<file path="config.mk">
export PLATFORM = sky130hd
export DESIGN_NAME = counter_latch_readback
export DESIGN_NICKNAME = d
export VERILOG_FILES = /design/src/pkg/latch_pkg.sv /design/src/counter_latch_readback.sv
export SDC_FILE = /design/constraint.sdc
export NUM_CORES = 1
export LEC_CHECK = 0
export BUFFER_PORTS_ARGS = -buffer_cell sky130_fd_sc_hd__buf_2
export CAP_MARGIN = 20
export CORE_UTILIZATION = 50
export DETAILED_ROUTE_END_ITERATION = 8
export PLACE_DENSITY_LB_ADDON = 0.12
export SLEW_MARGIN = 30
export SYNTH_ARGS = -nofsm -noshare
export SYNTH_HDL_FRONTEND = slang
export SYNTH_SLANG_ARGS = --single-unit
export TNS_END_PERCENT = 100
</file>
<file path="constraint.sdc">
create_clock -name clk -period 4.2 [get_ports clk]
set_input_delay 0.42 -clock clk [delete_from_list [all_inputs] [get_ports clk]]
set_output_delay 0.42 -clock clk [all_outputs]
set_load 0.05 [all_outputs]
</file>
<file path="src/pkg/latch_pkg.sv">
// Purpose: constants and carriers for the count latch and read-back block
// Assumes: three channels, 16-bit count elements, byte-wide host port
// Notes:   host port addresses 0..2 select channels, 3 is the command word
package latch_pkg;

    localparam int          NUM_CHAN      = 3;
    localparam logic [1:0]  ADDR_CMD      = 2'h3;
    // Command word fields
    localparam int          CMD_RB_HI     = 7;
    localparam int          CMD_RB_LO     = 6;
    localparam int          CMD_CNT_N     = 5;
    localparam int          CMD_STAT_N    = 4;
    localparam int          CMD_SEL_LSB   = 1;
    localparam int          CMD_SEL_CH    = 7;
    localparam int          CMD_SEL_CL    = 6;
    localparam int          CMD_ACC_HI    = 5;
    localparam int          CMD_ACC_LO    = 4;
    // Status byte fields
    localparam int          STAT_OUT      = 7;
    localparam int          STAT_PEND     = 6;
    // Access formats, reset mode and idle read byte
    localparam logic [1:0]  ACC_LATCH     = 2'h0;
    localparam logic [1:0]  ACC_LO        = 2'h1;
    localparam logic [1:0]  ACC_HI        = 2'h2;
    localparam logic [1:0]  ACC_BOTH      = 2'h3;
    localparam logic [5:0]  MODE_RESET    = 6'h00;
    localparam logic [7:0]  RD_IDLE       = 8'h00;

    // Host port access
    typedef struct packed {
        logic       wr;
        logic       rd;
        logic [1:0] addr;
        logic [7:0] wdata;
    } host_req_s;

    // Per-channel view of the counting core
    typedef struct packed {
        logic [15:0] count;
        logic        out_level;
        logic        cr_loaded;
    } chan_core_s;

endpackage

</file>
<file path="src/counter_latch_readback.sv">
// Purpose: count/status latching and read-back for a three-channel down-counter
// Assumes: host strobes are one-cycle pulses synchronous to clk
// Notes:   counting itself lives in the counting core outside this block
`timescale 1ns/1ns

module counter_latch_readback #(
    parameter int NCH = latch_pkg::NUM_CHAN
) (
    // Clock and reset
    input  wire logic                          clk,
    input  wire logic                          nrst,
    // Host port
    input  latch_pkg::host_req_s               host,
    output logic [7:0]                         rdata,
    // Counting core
    input  latch_pkg::chan_core_s [NCH-1:0]    core,
    output logic [NCH-1:0]                     cr_written,
    output logic [NCH-1:0]                     ctrl_written
);

    //--------------------------------------------------------------
    // Channel state
    //--------------------------------------------------------------
    logic [NCH-1:0][15:0] output_latch_ff,  nxt_output_latch;
    logic [NCH-1:0]       cnt_held_ff,      nxt_cnt_held;
    logic [NCH-1:0][7:0]  stat_latch_ff,    nxt_stat_latch;
    logic [NCH-1:0]       stat_held_ff,     nxt_stat_held;
    logic [NCH-1:0][5:0]  mode_ff,          nxt_mode;
    logic [NCH-1:0]       pend_ff,          nxt_pend;
    logic [NCH-1:0]       rd_hi_ff,         nxt_rd_hi;
    logic [NCH-1:0]       wr_hi_ff,         nxt_wr_hi;
    logic [7:0]           rdata_ff,         nxt_rdata;

    logic       cmd_wr;
    logic       readback;
    logic [1:0] cmd_chan;

    assign cmd_wr   = host.wr && host.addr == latch_pkg::ADDR_CMD;
    assign readback = host.wdata[latch_pkg::CMD_RB_HI] &&
                      host.wdata[latch_pkg::CMD_RB_LO] &&
                      !host.wdata[0];
    assign cmd_chan = host.wdata[latch_pkg::CMD_SEL_CH:latch_pkg::CMD_SEL_CL];
    assign rdata    = rdata_ff;

    // Assemble the live status byte of one channel
    function automatic logic [7:0] live_status(input logic out_lvl, input logic pend,
                                               input logic [5:0] mode);
        live_status = {out_lvl, pend, mode};
    endfunction

    // Byte of a 16-bit value chosen by format and byte pointer
    function automatic logic [7:0] pick_byte(input logic [15:0] v, input logic [1:0] fmt,
                                             input logic hi);
        if (fmt == latch_pkg::ACC_HI || (fmt == latch_pkg::ACC_BOTH && hi)) begin
            pick_byte = v[15:8];
        end else begin
            pick_byte = v[7:0];
        end
    endfunction

    //--------------------------------------------------------------
    // Host strobe decode
    //--------------------------------------------------------------
    // Per-channel strobes and decodes, one bit per channel except the two-bit acc_fmt
    logic [NCH-1:0]       rd_hit;
    logic [NCH-1:0]       wr_hit;
    logic [NCH-1:0]       ctl_hit;
    logic [NCH-1:0]       cl_hit;
    logic [NCH-1:0]       rbc_hit;
    logic [NCH-1:0]       rbs_hit;
    logic [NCH-1:0][1:0]  acc_fmt;
    logic [NCH-1:0]       two_byte;
    logic [NCH-1:0]       rd_stat;
    logic [NCH-1:0]       rd_done;
    logic [NCH-1:0]       wr_done;

    // True when a two-bit port or channel field names channel idx
    function automatic logic chan_match(input logic [1:0] fld, input int idx);
        chan_match = fld == 2'(idx);
    endfunction

    always_comb begin
        rd_hit   = '0;
        wr_hit   = '0;
        ctl_hit  = '0;
        cl_hit   = '0;
        rbc_hit  = '0;
        rbs_hit  = '0;
        acc_fmt  = '0;
        two_byte = '0;
        for (int i = 0; i < NCH; i++) begin
            acc_fmt[i]  = mode_ff[i][latch_pkg::CMD_ACC_HI:latch_pkg::CMD_ACC_LO];
            two_byte[i] = acc_fmt[i] == latch_pkg::ACC_BOTH;
            rd_hit[i]   = host.rd && chan_match(host.addr, i);
            wr_hit[i]   = host.wr && chan_match(host.addr, i);
            // A read-back pattern with bit 0 set names channel 3, so nothing acts on it
            if (cmd_wr && !readback && chan_match(cmd_chan, i)) begin
                if (host.wdata[latch_pkg::CMD_ACC_HI:latch_pkg::CMD_ACC_LO]
                        == latch_pkg::ACC_LATCH) begin
                    cl_hit[i]  = 1'b1;
                end else begin
                    ctl_hit[i] = 1'b1;
                end
            end
            if (cmd_wr && readback && host.wdata[latch_pkg::CMD_SEL_LSB + i]) begin
                rbc_hit[i] = !host.wdata[latch_pkg::CMD_CNT_N];
                rbs_hit[i] = !host.wdata[latch_pkg::CMD_STAT_N];
            end
        end
    end

    assign cr_written   = wr_done;
    assign ctrl_written = ctl_hit;

    //--------------------------------------------------------------
    // Byte sequencing decode
    //--------------------------------------------------------------
    always_comb begin
        rd_stat = '0;
        rd_done = '0;
        wr_done = '0;
        for (int i = 0; i < NCH; i++) begin
            // Held status goes out before any count byte
            rd_stat[i] = rd_hit[i] && stat_held_ff[i];
            rd_done[i] = rd_hit[i] && !stat_held_ff[i] && !(two_byte[i] && !rd_hi_ff[i]);
            wr_done[i] = wr_hit[i] && !(two_byte[i] && !wr_hi_ff[i]);
        end
    end

    //--------------------------------------------------------------
    // Count latch
    //--------------------------------------------------------------
    always_comb begin
        nxt_output_latch = output_latch_ff;
        nxt_cnt_held     = cnt_held_ff;
        for (int i = 0; i < NCH; i++) begin
            if (rd_done[i]) begin
                nxt_cnt_held[i] = 1'b0;
            end
            // A held count ignores every further latch until it is read out
            if ((cl_hit[i] || rbc_hit[i]) && !cnt_held_ff[i]) begin
                nxt_output_latch[i] = core[i].count;
                nxt_cnt_held[i]     = 1'b1;
            end
            // New control word drops any held count
            if (ctl_hit[i]) begin
                nxt_cnt_held[i] = 1'b0;
            end
        end
    end

    always_ff @(posedge clk) begin
        if (!nrst) begin
            output_latch_ff <= '0;
            cnt_held_ff     <= '0;
        end else begin
            output_latch_ff <= nxt_output_latch;
            cnt_held_ff     <= nxt_cnt_held;
        end
    end

    //--------------------------------------------------------------
    // Status latch
    //--------------------------------------------------------------
    always_comb begin
        nxt_stat_latch = stat_latch_ff;
        nxt_stat_held  = stat_held_ff;
        for (int i = 0; i < NCH; i++) begin
            if (rd_stat[i]) begin
                nxt_stat_held[i] = 1'b0;
            end
            // The first captured status stands until it is read
            if (rbs_hit[i] && !stat_held_ff[i]) begin
                nxt_stat_latch[i] = live_status(core[i].out_level, pend_ff[i],
                                                mode_ff[i]);
                nxt_stat_held[i]  = 1'b1;
            end
            if (ctl_hit[i]) begin
                nxt_stat_held[i] = 1'b0;
            end
        end
    end

    always_ff @(posedge clk) begin
        if (!nrst) begin
            stat_latch_ff <= '0;
            stat_held_ff  <= '0;
        end else begin
            stat_latch_ff <= nxt_stat_latch;
            stat_held_ff  <= nxt_stat_held;
        end
    end

    //--------------------------------------------------------------
    // Mode and pending load
    //--------------------------------------------------------------
    always_comb begin
        nxt_mode = mode_ff;
        nxt_pend = pend_ff;
        for (int i = 0; i < NCH; i++) begin
            // Load and write in one cycle: the write wins, the new count still waits
            if (core[i].cr_loaded) begin
                nxt_pend[i] = 1'b0;
            end
            if (wr_done[i] || ctl_hit[i]) begin
                nxt_pend[i] = 1'b1;
            end
            if (ctl_hit[i]) begin
                nxt_mode[i] = host.wdata[5:0];
            end
        end
    end

    always_ff @(posedge clk) begin
        if (!nrst) begin
            mode_ff <= {NCH{latch_pkg::MODE_RESET}};
            pend_ff <= '0;
        end else begin
            mode_ff <= nxt_mode;
            pend_ff <= nxt_pend;
        end
    end

    //--------------------------------------------------------------
    // Byte pointers
    //--------------------------------------------------------------
    always_comb begin
        nxt_rd_hi = rd_hi_ff;
        nxt_wr_hi = wr_hi_ff;
        for (int i = 0; i < NCH; i++) begin
            // Each pointer steps on its own strobe, so reads and writes may interleave
            if (rd_hit[i] && !stat_held_ff[i]) begin
                nxt_rd_hi[i] = two_byte[i] && !rd_hi_ff[i];
            end
            if (wr_hit[i]) begin
                nxt_wr_hi[i] = two_byte[i] && !wr_hi_ff[i];
            end
            // A control word restarts both sequences at the low byte
            if (ctl_hit[i]) begin
                nxt_rd_hi[i] = 1'b0;
                nxt_wr_hi[i] = 1'b0;
            end
        end
    end

    always_ff @(posedge clk) begin
        if (!nrst) begin
            rd_hi_ff <= '0;
            wr_hi_ff <= '0;
        end else begin
            rd_hi_ff <= nxt_rd_hi;
            wr_hi_ff <= nxt_wr_hi;
        end
    end

    //--------------------------------------------------------------
    // Read data
    //--------------------------------------------------------------
    always_comb begin
        nxt_rdata = rdata_ff;
        for (int i = 0; i < NCH; i++) begin
            if (rd_hit[i] && stat_held_ff[i]) begin
                nxt_rdata = stat_latch_ff[i];
            end else if (rd_hit[i] && cnt_held_ff[i]) begin
                nxt_rdata = pick_byte(output_latch_ff[i], acc_fmt[i], rd_hi_ff[i]);
            end else if (rd_hit[i]) begin
                // Unlatched reads see the live count, which may tear between bytes
                nxt_rdata = pick_byte(core[i].count, acc_fmt[i], rd_hi_ff[i]);
            end
        end
    end

    always_ff @(posedge clk) begin
        if (!nrst) begin
            rdata_ff <= latch_pkg::RD_IDLE;
        end else begin
            rdata_ff <= nxt_rdata;
        end
    end

endmodule // counter_latch_readback

</file>
* Yosys cells after proc, flatten, opt, wreduce, memory -nomap -nowiden *
Index checks and enable logic that the tools add are counted.

word-level totals
  register bits = 113
  bits of input ports = 68
  output and inout port bits = 14
  word-level logic and storage cells = 178

cells by class
  equality and inequality tests = 11
  muxes and demuxes = 47
  bitwise logic cells = 1
  reductions and logical operators = 94

operators with widths
  kind                                                 number
  2-to-1 mux 8 bit                                     15
  logical AND 1 bit                                    47
  2-to-1 mux 1 bit                                     32
  logical NOT 1 bit                                    22
  equality test 2 bit, second input constant           9
  nonzero test 2 bit                                   9
  logical OR 1 bit                                     9
  nonzero test 9 bit                                   1
  logical NOT 2 bit                                    3
  OR reduction 2 bit                                   3
  equality test 2 x 1 -> 1 bit, second input constant  2
  NOT 1 bit                                            1

* Depth between registers and ports, before layout *
Gate-level depths: netlist (run 1).

  depth after elaboration = 13
  gate-level depth with buffers = 8

* Worst setup path before layout (run 1) *
Ideal clock, no wire load.

  kind = in2out
  start = in host[11] (netlist bit)
  end = out ctrl_written[2]
  data arrival time = 1.617 ns
  required time = 3.780 ns
  slack = 2.163 ns
  stages on the path = 5
  path buffers = 1
  cell sequence = buf_4 nand3_2 nor3b_1 o21ai_1 inv_1

between the ends
  cells in the longest elaborated chain, start to end = 4

ends and longest elaborated chain
  item                             line                          RTL
  start: declaration               counter_latch_readback.sv:13  input latch_pkg::host_req_s host,
  logical AND 1 bit                counter_latch_readback.sv:38  assign cmd_wr = host.wr && host.addr == latch_pkg::ADDR_CMD;
  logical AND 1 bit (2 in series)  counter_latch_readback.sv:97  if (cmd_wr && !readback && chan_match(cmd_chan, i)) begin
  2-to-1 mux 1 bit                 counter_latch_readback.sv:97
  end: declaration                 counter_latch_readback.sv:18  output logic [NCH-1:0] ctrl_written

No other way between the ends.

* Final worst setup path (run 1) *
  start = in host[9] (netlist bit)
  end = out ctrl_written[1]

between the ends
  cells in the longest elaborated chain, start to end = 5

ends and longest elaborated chain
  item                             line
  equality test 2 bit              counter_latch_readback.sv:38
  logical AND 1 bit                counter_latch_readback.sv:38
  logical AND 1 bit (2 in series)  counter_latch_readback.sv:97
  2-to-1 mux 1 bit                 counter_latch_readback.sv:97

No other way between the ends.

==> results of run 1 <==
## area by class of cell
class	instances	area [µm²]	area share [%]
multi-input combinational	458	3199	47.60
inverter	7	26.28	0.3909
clock inverter	12	162.7	2.420
sequential	113	2263	33.67
tap	140	175.2	2.606
timing repair buffer	85	437.9	6.515
clock buffer	20	456.7	6.794
## cell families (layout without fill, tap and decap cells)
group,count (synthesis),after routing
AOI/OAI and AO/OA,122,122
buffers and inverters,58,124
DFF,113,113
muxes,102,102
and+or+nand+nor,234,234
## flip-flops by register name, summed over array words and instances, names as in the netlist
| name | cells |
|---|---|
| acc_fmt | 6 |
| wr_hi_ff | 3 |
| cnt_held_ff | 3 |
| stat_latch_ff | 24 |
| stat_held_ff | 3 |
| output_latch_ff | 48 |
| rd_hi_ff | 3 |
| mode_ff | 12 |
| pend_ff | 3 |
| rdata | 8 |
## layer usage
| metal | GRT usage [%] | up-vias |
|---|---|---|
| met5 | 0 | - |
| met4 | 10.04 | 0 |
| met3 | 5.967 | 10 |
| met2 | 43.76 | 96 |
| met1 | 31.34 | 2175 |
| li1 | - | 2335 |
## final timing paths
kind	to	slack, ns	start	depth (start not counted)
max	ctrl_written[1]	1.61	host[9]	5
min reg2reg	output_latch_ff[44]$_SDFFE_PN0P_	0.47	output_latch_ff[44]$_SDFFE_PN0P_	2
min	output_latch_ff[1]$_SDFFE_PN0P_	0.27	core[3]	3
max reg2reg	rdata[5]$_SDFFE_PN0P_	2.12	acc_fmt[0]$_SDFFE_PN0P_	5
## report_power, final
group / switching (mW) / internal (mW) / total [mW]
logic: 0.132 / 0.0871 / 0.219
clock network: 0.482 / 1.01 / 1.50
registers: 0.00986 / 1.09 / 1.10
## critical path, delay by kind of cell
family                 cells  cell delay, ns
buffers and inverters      2            0.61
and+or+nand+nor            3            1.13
## cell usage in the layout (no fill, tap or decap), drive strengths merged, types with 4 or more instances in the layout
cell / count
nor2: 17
mux2i: 86
nand3: 33
o21ai: 49
a21o: 8
a21boi: 6
nor4: 5
inv: 7
mux2: 16
nand2b: 18
o221ai: 8
a21oi: 18
nor3b: 18
o311a: 8
clkbuf: 20
buf: 85
nor3: 7
nor2b: 59
dfxtp: 113
clkinv: 7
bufinv: 4
a32o: 16
nand2: 68
==> impl.org, run 1 <==
** Outcome
- Result of the run :: complete, no violations

** Place
- Weighted congestion at the end of routability-driven global placement :: around 0.82
- Post-Place Cells :: 803
- The wire-length estimate of the detail-placed layout is around 10 mm.
- Input and output buffers added on the ports amount to 81.
- In this run the cell area measured after placement is between 6000 and 7000 µm².
- Prior to clock tree synthesis, the placed netlist has a worst setup slack of 1.626 ns.

** Logic synthesis
- Of all cell types, the one taking the most synthesized area is dfxtp_1.
- Post-synth top cells :: dfxtp_1, mux2i_1, nand2_1, nor2b_1, o21ai_0
- Of all flip-flops after synthesis, the portion carrying an async set or reset was 0%.
- Synthesized area :: 5677 µm²
- Among all flip-flop cells after synthesis, the most frequent one is dfxtp_1.
- In this run, distinct cell masters in the synthesized netlist total 42.
- After synthesis, the share of cell area in mux cells is around 18%.
- Sequential share of the synthesized area :: 39.85%
- Most common cell in the synthesized netlist :: dfxtp_1
- Post-synth top area share :: between 30% and 40%
- Yosys warns :: 0
- Summing the areas of all compound-gate instances in the mapped netlist gives approximately 15% of the synthesized area.
- Counting flops with a built-in enable in the synthesized netlist gives 0.
- Synthesized-area fraction occupied by and/or/nand/nor cells :: between 20% and 30%
- Post-Synthesis Cells :: about 630
- Post-Syn Nets :: 697
- In this run the mean area of a mapped cell was 9.025 µm².
- Yosys attributes the largest share of cell area to dfxtp_1, mux2i_1, nor2b_1, nand2_1, o21ai_0.
- By area, the combinational part of the netlist is dominated by simple AND/OR/NAND/NOR gates.
- In this run, synthesis produced a sequential element count of ~110.
- Of the total synthesized cell area, the portion taken by full adders, half adders and majority gates is 0%.
- Synth Area in XOR/XNOR :: 0%

** Floorplan
- Die width :: 108.6 µm
- Standard cell core area :: 10940 µm²
- During I/O placement, the number of pins put on the boundary was 82.
- Starting density of the core :: roughly half
- The floorplan step defined a die boundary enclosing about 12000 µm².
- After floorplanning, the core was divided into 38 placement rows.
- Die height :: 108.6 µm

** Clocking
- TritonCTS built the clock tree.
- Register clock-pin slew on the reported worst setup and hold paths :: about 0.050 ns
- H-Tree Level Count :: 4
- Clk_lat worst skew :: between 0.4 and 0.5 ns
- The number of gates resized after CTS was 0.
- The root buffer cell chosen for the clock tree is clkbuf_16.
- CTS saw ~110 sinks.
- Maximum clock path buffer count :: 2
- Buffers inserted during clock tree synthesis total 17.
- Post-CTS timing repair inserted 0 buffers for setup.
- Hold buffers post-CTS :: 0

** Timing
- Summed negative setup slack over all endpoints :: 0 ns
- Setup repair after global routing left no endpoint under its margin.
- Setup violations remaining at the end of the flow were counted as 0.
- Shortest period the worst path allows :: 2.587 ns
- Headroom to the max-slew limit came out at roughly half.
- Between clock sinks in the finished design, the worst skew comes to between 0.009 and 0.01 ns.
- Max Freq :: between 0.3 and 0.4 GHz
- After layout, the worst setup slack is approximately 1.6 ns.
- At the pin with the least slew margin, the transition time is 0.7540 ns.
- Pins over their slew limit :: 0
- Tightest hold margin :: about 0.27 ns
- Period utilisation layout :: between 60% and 70%
- Number of failing hold endpoints at the final stage :: 0

** Worst setup path
- For this design, the slowest cell found on the critical path is nor2b_1.
- The signal on the critical path passes through buf_2 > nand3_2 > nor3b_1 > nor2b_1 > buf_2.
- CP Capture Type :: primary output
- STA classifies the critical path startpoint as an input port.
- In this design, the stage delay of the slowest critical-path cell is roughly 0.55 ns.
- Worst endpoint data arrival time :: 2.17 ns
- The worst setup path is of the in2out kind.
- Cell repeated most along the worst path :: buf_2
- Worst-path maximum fanout :: 13
- STA puts the critical path data required time at about 3.8 ns.

** Power
- Power comes to 2.812 mW.
- Leakage power figure :: about 2.7 nW
- Peak supply drop :: approximately 0.23 mV
- Power spread over the standard cell area amounts to about 420 nW/µm².

** Drt
- The routed design has about 14 mm of wire.
- Met3 Wirelength :: between 600 and 700 µm
- In the final routed layout, each cell accounts on average for roughly 17 µm.
- Met1 WL :: about 6.4 mm
- Per-cell via count in the routed design :: roughly 5.5
- After detailed routing, the met2 layer carries a little over 7 mm of wire.
- DRC Markers :: 0
- For this block, the initial DRC count from the detailed router was roughly 220.
- After detailed routing, no signal wire sits above met4.
- Detailed routing inserted a total of ~4600 vias.
- Detail Route Antenna Nets :: 0
- First-pass DRT Iterations :: 5

** Global routing
- Maximum number of pins on one net before global-route repair :: 91
- Via count of the first global-routing pass :: ~4500
- Number of antenna violations at the first check in global routing :: 0
- Total gr overflow :: 0
- All-Layer GR Usage :: between 20% and 30%
- Wire length of the first global-routing pass :: approximately 23 mm

** Finish
- Fraction of the core area covered by cells at the end of the flow :: about three fifths
- Area growth, synth to finish :: 18.40%
- Counting the fill cells in the layout gives between 900 and 1000.
- For this run, the post-layout net count is 750.
- The repair_antennas step left the layout with diodes totalling 0.
- The count of cells in the finished layout, fillers not included, comes to roughly 840.
- Summing all non-filler instances in the final layout gives an area of 6721 µm².
- Fraction of layout cells with a size suffix above 1 :: between 20% and 30%

** Run
- Across the run, the number of max-cap violations was 0.

** Worst hold path
- In this run the worst hold path is classified as in2reg.
Note: power is estimated with default switching activity, not from simulation.
==> run 2: changes to the inputs <==
--- a/config.mk
+++ b/config.mk
@@ -5,6 +5,7 @@
 export SDC_FILE = /design/constraint.sdc
 export NUM_CORES = 1
 export LEC_CHECK = 0
+export ABC_AREA = 1
 export BUFFER_PORTS_ARGS = -buffer_cell sky130_fd_sc_hd__buf_2
 export CAP_MARGIN = 20
 export CORE_UTILIZATION = 50
==> constraint.sdc (replaced) <==
create_clock -name clk -period 2.13 [get_ports clk]
set_input_delay 0.213 -clock clk [delete_from_list [all_inputs] [get_ports clk]]
set_output_delay 0.213 -clock clk [all_outputs]
set_load 0.05 [all_outputs]
==> run 2 against run 1 <==
First-iteration DRC count is 150% higher. Cell count is 29% higher. Critical path depth is 7 higher. Routed wire length is 9.9% higher. Non-clock buffer count is 60 higher. Sequential power is 98% higher. Clock skew is 0.0027 ns lower. Clock power is 78% higher. Global-route usage is 3.3 points higher. Register-to-register slack worse by 1.9 ns. Area after synthesis is 3.8% lower. Critical path type is now reg2reg.
==> impl.org, run 2 <==
** Clocking
- H-Tree Level Count :: 4
- Maximum clock path buffer count :: 2
- Buffers inserted by post-CTS timing repair :: 0
- TritonCTS clock tree :: built
- Register clock-pin slew on the reported worst setup and hold paths :: about 0.060 ns
- Clk_lat worst skew :: roughly 0.54 ns
- TritonCTS created 17 clock buffers.
- CTS sink cnt :: about 110
- CTS placed an instance of clkbuf_8 at the clock tree root.

** Worst setup path
- Worst endpoint data arrival time :: between 2 and 2.5 ns
- Critical Path Sink :: rdata[2]$_SDFFE_PN0P_
- Worst setup startpoint :: acc_fmt[2]$_SDFFE_PN0P_
- Required arrival time at the worst endpoint :: 2.59 ns
- In this run the critical register-to-register path is launched from acc_fmt[2]$_SDFFE_PN0P_.
- STA classifies the critical path startpoint as a flop.
- The worst register-to-register path ends at rdata[2]$_SDFFE_PN0P_.
- Along the worst path, the maximum fanout reaches 17.
- Reg2Reg Depth :: 12
- CP Capture Type :: flop
- Internal reg-to-reg setup slack :: between 0.2 and 0.25 ns
- Startpoint-to-endpoint class of the critical path :: reg2reg

** Drt
- In the routed layout, each cell is associated on average with a via count of around 5.4.
- For this run, the detailed router's first-pass iteration total came to 6.
- Detail Route Antenna Nets :: 0
- 1st-iter DRT viols :: 533
- Wirelength, routed :: between 15 and 20 mm
- Summing over every cut layer, the via total after detailed routing is 5771.
- After detailed routing, the average wire length per cell comes to between 10 and 15 µm.
- In the routed design, unresolved DRC markers number 0.

** Logic synthesis
- Synthesized area :: approximately 5500 µm²
- In this run, synthesis produced a sequential element count of roughly 110.
- The biggest area contributor in the post-synthesis netlist is dfxtp_1.
- Number of enable-type register cells in the synthesized netlist :: 0
- Yosys warns :: 0
- The number of nets handed over by synthesis was roughly 870.
- Post-Synthesis Cells :: 800
- Top FF cell, synth :: dfxtp_1
- Mean instance size in the synthesized netlist :: ~7 µm²
- Number of distinct standard cells referenced by the synthesized netlist :: 35
- Fraction of registers with async set or reset after synthesis :: 0%
- After synthesis, the largest area contributor takes up slightly above 40% of total cell area.
- Sequential share of the synthesized area :: about two fifths
- Most common cell in the synthesized netlist :: nand2_1
- Top cells by area, synth :: dfxtp_1, nand2_1, nor2_1, o21ai_0, nand3_1
- Counting instances in the post-synthesis netlist gives the leading cell types as nand2_1, nor2_1, dfxtp_1, o21ai_0, nand3_1.

** Timing
- After routing, the total negative slack on setup checks comes to 0 ns.
- At the pin with the least slew margin, the transition time is about 0.57 ns.
- Pins over their slew limit :: 0
- Shortest period the worst path allows :: 1.928 ns
- The final count of hold timing violations is 0.
- Headroom to the max-slew limit came out at between 60% and 70%.
- Setup violations remaining at the end of the flow were counted as 0.
- Unrepaired setup endpoints after global routing :: false
- Max Freq :: between 0.5 and 0.6 GHz
- Worst clock skew on the final layout :: about 0.0068 ns
- Period utilisation layout :: around nine tenths

** Place
- During placement, the flow inserted port buffers numbering 81.
- DP Wirelength :: 10.68 mm
- Area post-placement :: around 5900 µm²
- Weighted congestion at the end of routability-driven global placement :: approximately 0.88

** Floorplan
- The die covers around 11000 µm².
- The initial utilization of the core area, before any placement, comes to 52.19%.
- Row count :: 37
- Pin placement for this block handled just over 80 I/O pins.
- Die width :: roughly 110 µm
- Die height :: approximately 110 µm
- After floorplanning, the core was sized to cover 10460 µm².

** Run
- Max-cap violations in this run came to 0.

** Global routing
- Wire length of the first global-routing pass :: approximately 26 mm
- All-Layer GR Usage :: 29.09%
- The number of global-route vias before repair is around 5400.
- Maximum number of pins on one net before global-route repair :: 45
- The number of antenna violations at the first check in global routing is 0.
- Total gr overflow :: 0

** Finish
- The largest registers in the layout are output_latch_ff: 48 flops, stat_latch_ff: 24 flops, mode_ff: 12 flops.
- The number of antenna diodes in the final layout is 0.
- The finished cells cover 7020 µm².
- Cells with a size suffix above 1 make up around 17% of the layout.
- After the last flow step, the layout net total stands at between 900 and 1000.
- Relative to the synthesized area, the layout overhead comes to 28.57%.
- In the final layout, flip-flops and latches occupy approximately 2300 µm².
- Most frequent standard cell in the layout excluding fill and tap cells :: nand2_1
- Area taken by multi-input logic gates :: about 2800 µm²
- The library cells used most frequently in the layout, excluding fill and tap cells, are nand2_1, nor2_1, dfxtp_1.
- Top reg by flops :: output_latch_ff
- The register with the most flip-flops in the layout has 48 of them.
- Number of filler cells placed in the layout :: about 930

** Power
- The internal power of the cells totals roughly 4 mW.
- Leakage power figure :: ~2.9 nW
- Dividing total power by cell area gives a power density of roughly 770 nW/µm².
- Sequential cells burn between 40% and 50% of the power.
- The worst-case IR drop observed on VDD is about 0.61 mV.
- Comb power frac :: around a tenth
- Fraction of power spent switching nets :: between 20% and 30%
- Switching power summed over all nets :: approximately 1.3 mW
- Clk pwr share :: 49.5%

** Worst hold path
- Class of the tightest hold or removal check :: in2reg

** Outcome
- Result of the run :: complete, no violations
==> run 2: power by group through the flow <==
stage	combinational [mW]	sequential (mW)	clock [mW]
finish	0.552	2.18	2.67
global route	0.607	2.18	2.81
CTS	0.546	2.18	2.70
detailed placement	0.467	2.22	0
global placement	0.461	2.22	0
floorplan	0.241	2.27	0
==> run 2: cell type report <==
class	count	area share, %
clock buffers	25	6.755
clock inverters	6	1.141
inverters	66	3.689
multi-input cells	587	39.23
flip-flops and latches	113	32.22
well taps	136	2.424
repair buffers	145	14.54
==> run 2: worst min path at each step <==
stage / start / endpoint / slack (ns) / depth (start not counted)
after floorplan: host[0] / mode_ff[0]$_SDFFE_PN0P_ / 0.36 / 2
after global placement: stat_latch_ff[5]$_SDFFE_PN0P_ / stat_latch_ff[5]$_SDFFE_PN0P_ / 0.44 / 2
after detailed placement: stat_latch_ff[5]$_SDFFE_PN0P_ / stat_latch_ff[5]$_SDFFE_PN0P_ / 0.44 / 2
after CTS: core[36] / pend_ff[2]$_SDFFE_PN0P_ / 0.001 / 4
after global routing: core[39] / output_latch_ff[33]$_SDFFE_PN0P_ / 0.02 / 3
final: core[36] / pend_ff[2]$_SDFFE_PN0P_ / 0.02 / 4
==> run 2: metal layers <==
metal	track usage [%]	part of all wire [%]	vias up
met4	9.785	1.7	0
met3	8.155	5.9	29
li1	-	-	2900
met5	0	0	-
met1	37.87	46	2656
met2	46.29	46	186
==> run 2: worst max-delay path: stages, from the launching register on <==
cell and delay [ns]:
dfxtp_1 0.42, nand2_2 0.26, nand2_4 0.25, nand2_1 0.09, nand3_1 0.09, nand2_1 0.07
a21oi_1 0.14, nand2_1 0.10, nand2_1 0.08, nand2_1 0.05, nand2_1 0.11, nand2_1 0.08
a21oi_1 0.12
==> run 2: repair_timing <==
action | CTS | global route
endpoints found under the setup margin | 0 | 2
hold endpoints to repair | 61 | 0
hold buffers | 54 | 0
gates resized for setup | 0 | 2
==> run 2: kinds of logic after synthesis <==
logic type,after synthesis,synth area share (%)
and+or+nand+nor,394,31.65
AOI/OAI and AO/OA,193,18.70
DFF,113,41.43
buffers and inverters,100,8.226
==> run 2: stage by stage <==
stage	total power, mW	hold slack [ns]	worst slack, ns	utilization, %	cells
after floorplan	2.510	0.3576	0.5802	-	800
after global placement	2.682	0.4399	0.1719	56.55	993
after detailed placement	2.688	0.4395	0.1776	56.55	993
after CTS	5.423	0.001084	0.1309	67.02	1078
after global routing	5.598	0.01887	0.005213	67.10	1078
final	5.402	0.01673	0.2016	67.10	1078
